`config.mk`:
```
export PLATFORM = sky130hd
export DESIGN_NAME = dual_input_power_mux_ctrl
export DESIGN_NICKNAME = d
export VERILOG_FILES = /design/src/hdl/power_mux_pkg.sv /design/src/hdl/dual_input_power_mux_ctrl.sv
export SDC_FILE = /design/constraint.sdc
export NUM_CORES = 1
export LEC_CHECK = 0
export BUFFER_PORTS_ARGS = -buffer_cell sky130_fd_sc_hd__buf_2
export CORE_MARGIN = 10
export CORE_UTILIZATION = 47
export CTS_CLUSTER_SIZE = 12
export DETAILED_ROUTE_END_ITERATION = 10
export PLACE_DENSITY = 0.76
export SYNTH_ARGS = -nofsm -noshare
export SYNTH_HDL_FRONTEND = slang
export SYNTH_SLANG_ARGS = --single-unit
```
`constraint.sdc`:
```
create_clock -name i_ref_clk -period 1.8 [get_ports i_ref_clk]
set_input_delay 0.27 -clock i_ref_clk [delete_from_list [all_inputs] [get_ports i_ref_clk]]
set_output_delay 0.27 -clock i_ref_clk [all_outputs]
set_load 0.01 [all_outputs]
```
`src/hdl/power_mux_pkg.sv`:
```
`default_nettype none
package power_mux_pkg;

  // ==========================================================
  // Register map
  localparam logic [7:0] INPUT_FET_CONTROL_ADDR = 8'h13;
  localparam int         PAIR2_EN_BIT           = 7;
  localparam int         PAIR1_EN_BIT           = 6;
  localparam int         FORCE_OFF_BIT          = 0;
  localparam int         PAIR1_PRESENT_BIT      = 4;
  localparam int         PAIR2_PRESENT_BIT      = 5;
  localparam logic [7:0] INPUT_FET_CONTROL_RST  = 8'h00;

  // ==========================================================
  // Timing
  localparam int CLK_PERIOD_NS  = 10;
  localparam int DETECT_TIME_NS = 1000;
  localparam int DETECT_CYCLES  = (DETECT_TIME_NS + CLK_PERIOD_NS - 1) / CLK_PERIOD_NS;
  localparam int CNT_W          = 8;

  // ==========================================================
  // Types
  typedef enum logic [4:0] {
    ST_DETECT = 5'b00001,
    ST_IDLE   = 5'b00010,
    ST_ON1    = 5'b00100,
    ST_ON2    = 5'b01000,
    ST_SWAP   = 5'b10000
  } mux_state_t;

  typedef struct packed {
    logic undervoltage;
    logic overvoltage;
    logic overcurrent;
  } input_fault_t;

  typedef struct packed {
    logic       wr;
    logic       rd;
    logic [7:0] addr;
    logic [7:0] wdata;
  } reg_req_t;

endpackage
`default_nettype wire

```
`src/hdl/dual_input_power_mux_ctrl.sv`:
```
`default_nettype none

// Functional notes
// - At power-on, sense each FET pair and record presence flags.
// - Both drive pins grounded: flags zero, enables zero, both gates low forever.
// - Only pair one found: flag1 set, flag2 clear, enable2 locked zero.
// - Single pair: enable1 set and pair one on when input one valid.
// - Both pairs found: both flags set, both enables host writable.
// - Two pairs: only first-valid input switched on, other held off.
// - A write setting both enables at once leaves the selection; only its force-off bit acts.
// - Active input one invalid: pair one off, then pair two on automatically.
// - Host swaps inputs by writing enable field 01b to 10b or reverse.
// - Second input stays selected when first returns; only host or loss of input two swaps back.
// - Enable bits read back the actual on or off state of each pair.
// - Overvoltage or overcurrent faults switch the pairs off.
// - With one valid input, writing 00b keeps it on; force-off needed.
// - With both inputs valid, 00 or force-off turns both pairs off.
// - Swap: incoming pair on only after rail drops; converter held meanwhile.
module dual_input_power_mux_ctrl
  import power_mux_pkg::*;
(
  input  wire logic         i_ref_clk,
  input  wire logic         i_rst,
  input  wire logic         i_pair1_sense,
  input  wire logic         i_pair2_sense,
  input  wire input_fault_t i_first_input_sense,
  input  wire input_fault_t i_second_input_sense,
  input  wire logic         i_input1_present,
  input  wire logic         i_input2_present,
  input  wire logic         i_rail_present,
  input  wire reg_req_t     i_reg_req,
  output logic [7:0]        o_reg_rdata,
  output logic              o_input1_gate_drive,
  output logic              o_input2_gate_drive,
  output logic              o_converter_hold
);

  // ==========================================================
  // Input validity
  // A fault on either protect comparator blocks that input outright
  function automatic logic input_valid(input logic present, input input_fault_t f);
    input_valid = present & ~f.undervoltage & ~f.overvoltage & ~f.overcurrent;
  endfunction

  // A both-on request leaves the selection unchanged, so the two pairs can never overlap
  function automatic logic sel_legal(input logic [7:0] wdata);
    sel_legal = !(wdata[PAIR2_EN_BIT] && wdata[PAIR1_EN_BIT]);
  endfunction

  // An empty selection field asks for both pairs off
  function automatic logic sel_none(input logic [7:0] wdata);
    sel_none = !wdata[PAIR2_EN_BIT] && !wdata[PAIR1_EN_BIT];
  endfunction

  // Last count of the settling span before the drive pins are read
  function automatic logic detect_end(input logic [CNT_W-1:0] cnt);
    detect_end = (cnt == CNT_W'(DETECT_CYCLES - 1));
  endfunction

  logic valid1;
  logic valid2;
  logic protect_trip;

  // Validity and protective trip
  always_comb begin
    valid1       = input_valid(i_input1_present, i_first_input_sense);
    valid2       = input_valid(i_input2_present, i_second_input_sense);
    protect_trip = i_first_input_sense.overvoltage | i_second_input_sense.overvoltage
                 | i_first_input_sense.overcurrent | i_second_input_sense.overcurrent;
  end

  // ==========================================================
  // State
  mux_state_t       state_reg,    state_next;
  logic [CNT_W-1:0] cnt_reg,      cnt_next;
  logic             present1_reg, present1_next;
  logic             present2_reg, present2_next;
  logic             force_off_reg, force_off_next;
  logic             host_off_reg,  host_off_next;
  logic             target2_reg,  target2_next;
  logic [7:0]       rdata_reg,    rdata_next;
  logic             drv1_reg,     drv1_next;
  logic             drv2_reg,     drv2_next;
  logic             hold_reg,     hold_next;

  logic       wr_hit;
  logic       req1;
  logic       req2;
  logic       both_valid;

  // ==========================================================
  // Fitting detection
  // Each drive pin is read once, after a fixed settling span; a pin tied to
  // ground reads low and marks its pair absent for as long as power stays up
  always_comb begin
    cnt_next      = cnt_reg;
    present1_next = present1_reg;
    present2_next = present2_reg;
    if (state_reg == ST_DETECT) begin
      cnt_next = cnt_reg + 1'b1;
      if (detect_end(cnt_reg)) begin
        present1_next = i_pair1_sense;
        // Pair two alone is no supported fitting, so it reads as absent
        present2_next = i_pair2_sense & i_pair1_sense;
      end
    end
  end

  // Register the detection results; only a reset repeats the detection
  always_ff @(posedge i_ref_clk or posedge i_rst) begin
    if (i_rst) begin
      cnt_reg      <= '0;
      present1_reg <= 1'b0;
      present2_reg <= 1'b0;
    end else begin
      cnt_reg      <= cnt_next;
      present1_reg <= present1_next;
      present2_reg <= present2_next;
    end
  end

  // ==========================================================
  // Host requests
  // Force-off follows bit zero of every write to the control register, a
  // refused both-on write included; the interlock that keeps the pairs from
  // overlapping is kept by the selection logic below, not here
  always_comb begin
    force_off_next = force_off_reg;
    host_off_next  = host_off_reg;
    // Parking lapses once a source drops: the remaining one is reconnected
    if (!both_valid) begin
      host_off_next = 1'b0;
    end
    if (wr_hit) begin
      force_off_next = i_reg_req.wdata[FORCE_OFF_BIT];
      if (sel_legal(i_reg_req.wdata)) begin
        host_off_next = sel_none(i_reg_req.wdata) && both_valid;
      end
    end
  end

  // Register the host requests
  always_ff @(posedge i_ref_clk or posedge i_rst) begin
    if (i_rst) begin
      force_off_reg <= 1'b0;
      host_off_reg  <= 1'b0;
    end else begin
      force_off_reg <= force_off_next;
      host_off_reg  <= host_off_next;
    end
  end

  // ==========================================================
  // Selection
  // Next-state logic for selection and gate drive
  always_comb begin
    state_next     = state_reg;
    target2_next   = target2_reg;
    hold_next      = 1'b0;
    wr_hit         = i_reg_req.wr && (i_reg_req.addr == INPUT_FET_CONTROL_ADDR);
    req1           = i_reg_req.wdata[PAIR1_EN_BIT];
    req2           = i_reg_req.wdata[PAIR2_EN_BIT];
    both_valid     = valid1 & valid2;

    unique case (state_reg)
      ST_DETECT: begin
        // Selection waits until both presence flags are settled
        if (detect_end(cnt_reg)) begin
          state_next = ST_IDLE;
        end
      end
      ST_IDLE: begin
        // First valid input wins unless the host selected pair two; else pair two only starts if pair one is not ready.
        // A host park holds both off only while both inputs stay valid
        if (!force_off_reg && !protect_trip && !(host_off_reg && both_valid)) begin
          if (present1_reg && valid1 && !(target2_reg && present2_reg && valid2)) begin
            state_next = ST_ON1;
          end else if (present2_reg && valid2) begin
            state_next = ST_ON2;
          end
        end
        // Host selection written while idle
        if (wr_hit && !(req1 && req2)) begin
          if (req2 && present2_reg) begin
            target2_next = 1'b1;
          end else if (req1) begin
            target2_next = 1'b0;
          end
        end
      end
      ST_ON1: begin
        if (force_off_reg || protect_trip) begin
          state_next = ST_IDLE;
        end else if (!valid1) begin
          if (present2_reg && valid2) begin
            target2_next = 1'b1;
            state_next   = ST_SWAP;
          end else begin
            state_next = ST_IDLE;
          end
        end else if (wr_hit && !(req1 && req2)) begin
          if (req2 && present2_reg && valid2) begin
            target2_next = 1'b1;
            state_next   = ST_SWAP;
          end else if (!req1 && !req2 && both_valid) begin
            state_next = ST_IDLE;
          end
        end
      end
      ST_ON2: begin
        if (force_off_reg || protect_trip) begin
          state_next = ST_IDLE;
        end else if (!valid2) begin
          if (present1_reg && valid1) begin
            target2_next = 1'b0;
            state_next   = ST_SWAP;
          end else begin
            state_next = ST_IDLE;
          end
        end else if (wr_hit && !(req1 && req2)) begin
          // Returning input one alone does not pull selection back
          if (req1 && valid1) begin
            target2_next = 1'b0;
            state_next   = ST_SWAP;
          end else if (!req1 && !req2 && both_valid) begin
            state_next = ST_IDLE;
          end
        end
      end
      ST_SWAP: begin
        // Both gates off until the rail collapses, else the sources short;
        // the hold ends with the edge that switches the incoming pair on
        if (force_off_reg || protect_trip) begin
          state_next = ST_IDLE;
        end else if (!i_rail_present) begin
          state_next = target2_reg ? ST_ON2 : ST_ON1;
        end
      end
      default: begin
        state_next = ST_DETECT;
      end
    endcase

    // A pair that was never found keeps its gate low whatever the state
    drv1_next = (state_next == ST_ON1) && present1_next;
    drv2_next = (state_next == ST_ON2) && present2_next;
    // The converter waits for as long as neither pair feeds the rail in a swap
    if (state_next == ST_SWAP) begin
      hold_next = 1'b1;
    end
  end

  // Register the selection
  always_ff @(posedge i_ref_clk or posedge i_rst) begin
    if (i_rst) begin
      state_reg   <= ST_DETECT;
      target2_reg <= 1'b0;
      drv1_reg    <= 1'b0;
      drv2_reg    <= 1'b0;
      hold_reg    <= 1'b0;
    end else begin
      state_reg   <= state_next;
      target2_reg <= target2_next;
      drv1_reg    <= drv1_next;
      drv2_reg    <= drv2_next;
      hold_reg    <= hold_next;
    end
  end

  // ==========================================================
  // Read-back
  // The enable bits report the gates as driven, so a swap or a fault that the
  // device makes on its own shows up here without host action
  always_comb begin
    rdata_next                    = 8'h00;
    rdata_next[PAIR2_EN_BIT]      = drv2_next;
    rdata_next[PAIR1_EN_BIT]      = drv1_next;
    rdata_next[PAIR2_PRESENT_BIT] = present2_next;
    rdata_next[PAIR1_PRESENT_BIT] = present1_next;
    rdata_next[FORCE_OFF_BIT]     = force_off_next;
  end

  // Register the read-back word
  always_ff @(posedge i_ref_clk or posedge i_rst) begin
    if (i_rst) begin
      rdata_reg <= INPUT_FET_CONTROL_RST;
    end else begin
      rdata_reg <= rdata_next;
    end
  end

  // Outputs straight from flip-flops
  always_comb begin
    o_reg_rdata         = rdata_reg;
    o_input1_gate_drive = drv1_reg;
    o_input2_gate_drive = drv2_reg;
    o_converter_hold    = hold_reg;
  end

endmodule // dual_input_power_mux_ctrl
`default_nettype wire

```
[Yosys cells after proc, flatten, opt, wreduce, memory -nomap -nowiden]
Index checks and enable logic that the tools add are counted.
Word-level totals
  latch bits: 0
  output and inout bits: 11
  register bits after elaboration: 26
  input bits: 31
  memories: 0
  RAM bits: 0
  bits in read-only memories: 0
Operators by class
  magnitude comparators: 0
  reductions and logical operators: 28
  bitwise operators: 17
  add/sub/neg operators: 1
  shifts and indexed selects: 0
  eq/ne operators: 20
  muxes and demuxes: 42
  divide/modulo/power cells: 0
  $mul: 0
Operator list (number)
  two-way mux 5 bit: 17
  one-hot mux 5 bit (5 select lines): 1
  two-way mux 1 bit: 22
  inequality test 3 bit, second input constant: 7
  logical AND 1 bit: 18
  AND reduction 11 bit: 1
  == test 5 x 3 -> 1 bit, second input constant: 2
  == test 5 x 4 -> 1 bit, second input constant: 2
  == test 5 bit, second input constant: 2
  adder 8 x 1 -> 8 bit, second input constant: 1
  AND 1 bit: 8
  == test 8 x 5 -> 1 bit, second input constant: 1
  == test 8 x 7 -> 1 bit, second input constant: 1
  zero test 1 bit: 7
  inequality test 2 bit, second input constant: 3
  NOT 1 bit: 6
  == test 5 x 1 -> 1 bit, second input constant: 1
  == test 5 x 2 -> 1 bit, second input constant: 1
  two-way mux 4 bit: 1
  bitwise OR 1 bit: 3
  one-hot mux 1 bit (3 select lines): 1
  nonzero test 3 bit: 1
  logical OR 1 bit: 1

[Depth between registers and ports, before layout]
  depth after elaboration: 14
  mapped depth: 7
  gate-level depth less buffers: 5

[Worst setup path after synthesis]
No wires, ideal clock.
  path type: reg2reg
  start: reg state_reg[3]
  end: reg rdata_reg[6] (netlist: o_reg_rdata[6])
  stages on the path, launching flop included: 7
  arrival time: 1886 ps
  slack: -164 ps
  library setup time: 78 ps
  buffers on the path: 1
  cell sequence: dfrtp_1 -> buf_6 -> or3_4 -> nor3b_4 -> o41ai_2 -> or4b_1 -> a21boi_1
On the way
  word-level cells in the longest chain between the ends: 8
Ends and longest elaborated chain
  from (decl): RTL line dual_input_power_mux_ctrl.sv:74  | mux_state_t state_reg, state_next;
  from (signal assigned): RTL line dual_input_power_mux_ctrl.sv:262  | state_reg <= state_next;
  two-way mux 5 bit: RTL line dual_input_power_mux_ctrl.sv:205, dual_input_power_mux_ctrl.sv:225
  two-way mux 5 bit, on equally long branches: RTL line dual_input_power_mux_ctrl.sv:222, dual_input_power_mux_ctrl.sv:202
  two-way mux 5 bit, on equally long branches: RTL line dual_input_power_mux_ctrl.sv:220, dual_input_power_mux_ctrl.sv:201
  two-way mux 5 bit, on equally long branches: RTL line dual_input_power_mux_ctrl.sv:213, dual_input_power_mux_ctrl.sv:194
  two-way mux 5 bit, on equally long branches: RTL line dual_input_power_mux_ctrl.sv:211, dual_input_power_mux_ctrl.sv:192
  one-hot mux 5 bit (5 select lines): RTL line dual_input_power_mux_ctrl.sv:165  | unique case (state_reg)
  == test 5 x 3 -> 1 bit: RTL line dual_input_power_mux_ctrl.sv:245  | drv1_next = (state_next == ST_ON1) && present1_next;
  logical AND 1 bit (*): RTL line dual_input_power_mux_ctrl.sv:245
  via drv1_next: RTL line dual_input_power_mux_ctrl.sv:82  | logic drv1_reg, drv1_next;
  to (signal assigned): RTL line dual_input_power_mux_ctrl.sv:288  | rdata_reg <= rdata_next;
  to (decl): RTL line dual_input_power_mux_ctrl.sv:81  | logic [7:0] rdata_reg, rdata_next;
The timed path passes the listed nets; every way through them passes the cells marked *.
A chain may end at the register's enable or synchronous reset.

[Final worst setup path]
  start: reg state_reg[2]
  end: reg rdata_reg[6] (netlist: o_reg_rdata[6])
The elaborated chain is that of the path after synthesis.

==> results by stage <==
Setup path:
- The slowest stage of the critical path is the sky130_fd_sc_hd__or4b_1 cell.
- STA puts the critical path data arrival time at 2.22 ns.
- The largest fanout on the critical path is 4.
- The required arrival time at the worst endpoint is 2.04 ns.
- The sum of buffers and inverters on the critical path is 0.
- For this run, the slowest stage of the critical path takes 0.52 ns.
- Traced cell by cell, the critical path runs through or3_4 > nor3b_4 > o41ai_2 > or4b_1 > a21boi_1.
- The kind of cell with the highest combined delay along the critical path is simple AND/OR/NAND/NOR gates.
- The worst setup path is launched from a flop.
- The critical path start-end classification is reg2reg.
- The worst setup path is captured at a flop.

Drt:
- In the routed design, unresolved DRC markers number 0.
- Before antenna repair, the detailed router went through 4 iterations.
- The sum of routed wire length over all layers is 4.70 mm.
- In the final routed layout, each cell accounts on average for 16.8 µm.
- The first routing iteration left 154 violations.
- The residual antenna-violating net count after detailed routing is 0.
- The routed layout has 1,621 vias.
- Using the TritonRoute via totals, the vias-per-cell ratio works out to 5.79.

Clocking:
- The insertion delay of the later-clocked pin in the worst-skew pair is 0.31 ns.
- CTS placed an instance of sky130_fd_sc_hd__clkbuf_4 at the clock tree root.
- The maximum count of clock buffers along a single path is 2.
- In this run the number of H-tree levels came out at 1.
- After clock tree synthesis, the clock-pin slew on the worst setup and hold paths is 0.13 ns.
- TritonCTS built the clock tree.
- The clock net in this run drives a total of 21 sinks.
- The TritonCTS buffer count is 3.

Yosys:
- The cell count after synthesis came out at 166.
- Yosys printed 0 warnings.
- The fraction of registers with async set or reset after synthesis is 1.00.
- By area, the combinational part of the netlist is dominated by simple AND/OR/NAND/NOR gates.
- Among all flip-flop cells after synthesis, the most frequent one is sky130_fd_sc_hd__dfrtp_1.
- After synthesis, the cell types taking the most area are sky130_fd_sc_hd__dfrtp_1, sky130_fd_sc_hd__buf_4, sky130_fd_sc_hd__nand4_1, sky130_fd_sc_hd__xnor2_1, sky130_fd_sc_hd__nor3_1.
- Of the total synthesized cell area, the portion taken by XOR and XNOR cells is 0.0451.
- The largest total area in the synthesized netlist belongs to sky130_fd_sc_hd__dfrtp_1.
- Dividing the synthesized area by the synthesized cell count gives 9.37 µm².
- The number of enable-type register cells in the synthesized netlist is 0.
- The fraction of synthesized area in multiplexers is 0.0282.
- For this run, the register share of the synthesized area comes to 0.339.
- The mapped cell area is 1560 µm².
- The number of different library cells used by synthesis comes to 64.
- The post-synthesis simple-gate area fraction is 0.357.
- The adder and majority gate portion of the synthesized area is 0.00805.
- After synthesis the netlist holds a flip-flop and latch count of 21.
- Of the post-synthesis cell area, the dominant cell type holds 0.322.
- The share of the synthesized area in compound gates (AO/OA/AOI/OAI) is 0.143.

Global route:
- For this run the aggregate overflow at the end of global routing stands at 0.
- The number of global-route vias before repair is 1,699.
- For this run, the total global-route usage over all layers was measured as 0.149.
- The initial antenna violation count came to 0.
- The maximum number of pins on one net before global-route repair is 22.
- The first-pass GRT wire length is 7.75 mm.

Min path:
- The worst hold path belongs to the class in2reg.

Cells and area:
- The library cells used most frequently in the layout, excluding fill and tap cells, are sky130_fd_sc_hd__buf_4, sky130_fd_sc_hd__buf_2, sky130_fd_sc_hd__dfrtp_1.
- 0 antenna diodes ended up in the layout.
- The register with the most flip-flops in the layout has 8 of them.
- The ratio of cells with drive above 1 in the final layout is 0.492.
- The library cell used most frequently in the layout, excluding fill and tap cells, is sky130_fd_sc_hd__buf_4.
- The design area is 2170 µm².
- For this run, the share of the core covered by cells in the final layout is 0.701.
- The signed area change from the synthesized netlist to the final layout is 39.8%.
- The count of nets after finishing is 269.

Placement:
- The global placer's final weighted congestion is 0.946.
- The port buffer count is 32.
- The post-placement cell area is 1980 µm².
- The estimated wirelength of the detail-placed design is 3.69 mm.

Die:
- The initial utilization of the core area, before any placement, comes to 0.501.
- The floorplan has 20 rows.
- The height of the die is 77.5 µm.
- 42 I/O pins were placed.
- The floorplan step defined a die boundary enclosing 6010 µm².
- The die is 77.5 µm wide.
- The core region is 3100 µm².

STA:
- The final number of setup-violating endpoints is 9.
- The post-route setup TNS is -0.565 ns.
- Setup repair after global routing could not meet its margin everywhere.
- After layout, the worst setup slack is -0.181 ns.
- For the finished layout, the period the worst path requires is 1.98 ns.
- In the finished design, the share of the clock period the worst path needs comes to 1.10.
- The highest clock frequency the design can meet is 0.505 GHz.
- The final hold violation count is 0.
- The final count of pins violating max slew is 0.
- The worst clock skew is 0.00209 ns.

Pwr:
- The power density over the cells is 616 nW/µm².
- The power share of the sequential group is 0.514.
- The clock network power share is 0.181.
- Across the VDD grid, the largest voltage drop is 0.330 mV.
- The internal power consumption is 0.882 mW.
- The share of total power dissipated in combinational logic is 0.305.
- Summed over all cells, the static leakage comes to 0.927 nW.
- The switching part of the total is 0.341.
- The switching power is 0.457 mW.

Flow run:
- The tool flagged a number of max-cap violations equal to 0.

Outcome:
- The checks that failed: setup timing.
- The flow ran to the end, but the final reports show violations.
metal layers:
| metal | vias to the layer above | track usage | routed length [µm] |
|---|---|---|---|
| met5 | - | 0 | 0 |
| met4 | 0 | 0.0310 | 45 |
| met3 | 8 | 0.0288 | 299 |
| met2 | 73 | 0.270 | 2400 |
| met1 | 782 | 0.178 | 1960 |
| li1 | 758 | - | - |
cell type report:
class,instances,area (µm²)
Clock buffer,3,22.5
Timing Repair Buffer,80,534
Sequential cell,21,529
Multi-Input combinational cell,128,1010
Tap cell,44,55.1
Fill cell,267,928
Clock inverter,1,7.51
Inverter,3,11.3
cells in the mapped netlist, types with 2 or more instances:
cell type                  count
sky130_fd_sc_hd__and2_1        3
sky130_fd_sc_hd__nand3_1       4
sky130_fd_sc_hd__and3_1        3
sky130_fd_sc_hd__o31ai_1       2
sky130_fd_sc_hd__nand2_1      10
sky130_fd_sc_hd__nand4_1       8
sky130_fd_sc_hd__nor3_1        8
sky130_fd_sc_hd__nand2b_1      4
sky130_fd_sc_hd__clkbuf_1      3
sky130_fd_sc_hd__or3_1         3
sky130_fd_sc_hd__buf_2         2
sky130_fd_sc_hd__xor2_1        3
sky130_fd_sc_hd__buf_6         2
sky130_fd_sc_hd__or4b_1        4
sky130_fd_sc_hd__xnor2_1       5
sky130_fd_sc_hd__nor4_1        4
sky130_fd_sc_hd__buf_4         8
sky130_fd_sc_hd__mux2_2        3
sky130_fd_sc_hd__a21boi_1      2
sky130_fd_sc_hd__dfrtp_1      20
sky130_fd_sc_hd__nor4b_1       2
sky130_fd_sc_hd__nor2_1        6
sky130_fd_sc_hd__nand3b_1      2
sky130_fd_sc_hd__inv_1         3
sky130_fd_sc_hd__o21ai_0       4
sky130_fd_sc_hd__a21oi_1       6
sky130_fd_sc_hd__a31oi_1       4
sky130_fd_sc_hd__a22oi_1       2
stage by stage:
stage / total power, mW / instances / hold slack, ns / worst slack [ns]
floorplan: 0.894 / 168 / 0.246 / -0.0989
global placement: 1.02 / 268 / 0.315 / -0.193
detailed placement: 1.05 / 268 / 0.319 / -0.211
CTS: 1.31 / 277 / 0.179 / -0.156
global route: 1.41 / 280 / 0.184 / -0.228
finish: 1.34 / 280 / 0.185 / -0.181
kinds of logic (layout without fill, tap and decap cells):
logic type,after synthesis,in the layout
compound gates,31,31
xor+xnor,8,8
fa+ha+maj,1,1
buf+inv,19,87
flops,21,21
mux,4,4
other cells,1,3
simple gates,81,81
power groups by stage:
stage	logic, mW	registers [mW]	clock network [mW]
3_3_place_gp	0.345	0.672	0
4_1_cts	0.386	0.676	0.247
3_5_place_dp	0.373	0.682	0
2_1_floorplan	0.237	0.658	0
5_1_grt	0.448	0.697	0.267
6_report	0.408	0.688	0.242
final timing paths:
path,startpoint,end,slack (ns),cells after the start
max reg2reg,state_reg[2]$_DFF_PP0_,o_reg_rdata[6]$_DFF_PP0_,-0.18,5
max in group asynchronous,i_rst,state_reg[0]$_DFF_PP1_,1.02,4
min reg2reg,cnt_reg[7]$_DFFE_PP0P_,cnt_reg[7]$_DFFE_PP0P_,0.50,1
min,i_reg_req[0],o_reg_rdata[0]$_DFFE_PP0N_,0.19,2
min in group asynchronous,i_rst,o_reg_rdata[4]$_DFF_PP0_,0.51,4
max,state_reg[2]$_DFF_PP0_,o_reg_rdata[6]$_DFF_PP0_,-0.18,5
what timing repair did:
item                                    4_1_cts  5_1_grt
setup buffers                                 5        3
gates resized for setup                       9       15
hold buffers                                  1        0
endpoints found under the hold margin        20        0
gates cloned                                  0        0
endpoints found under the setup margin        8       12
pin swaps                                     5        2
No activity file was read; power rests on OpenSTA's default activity.
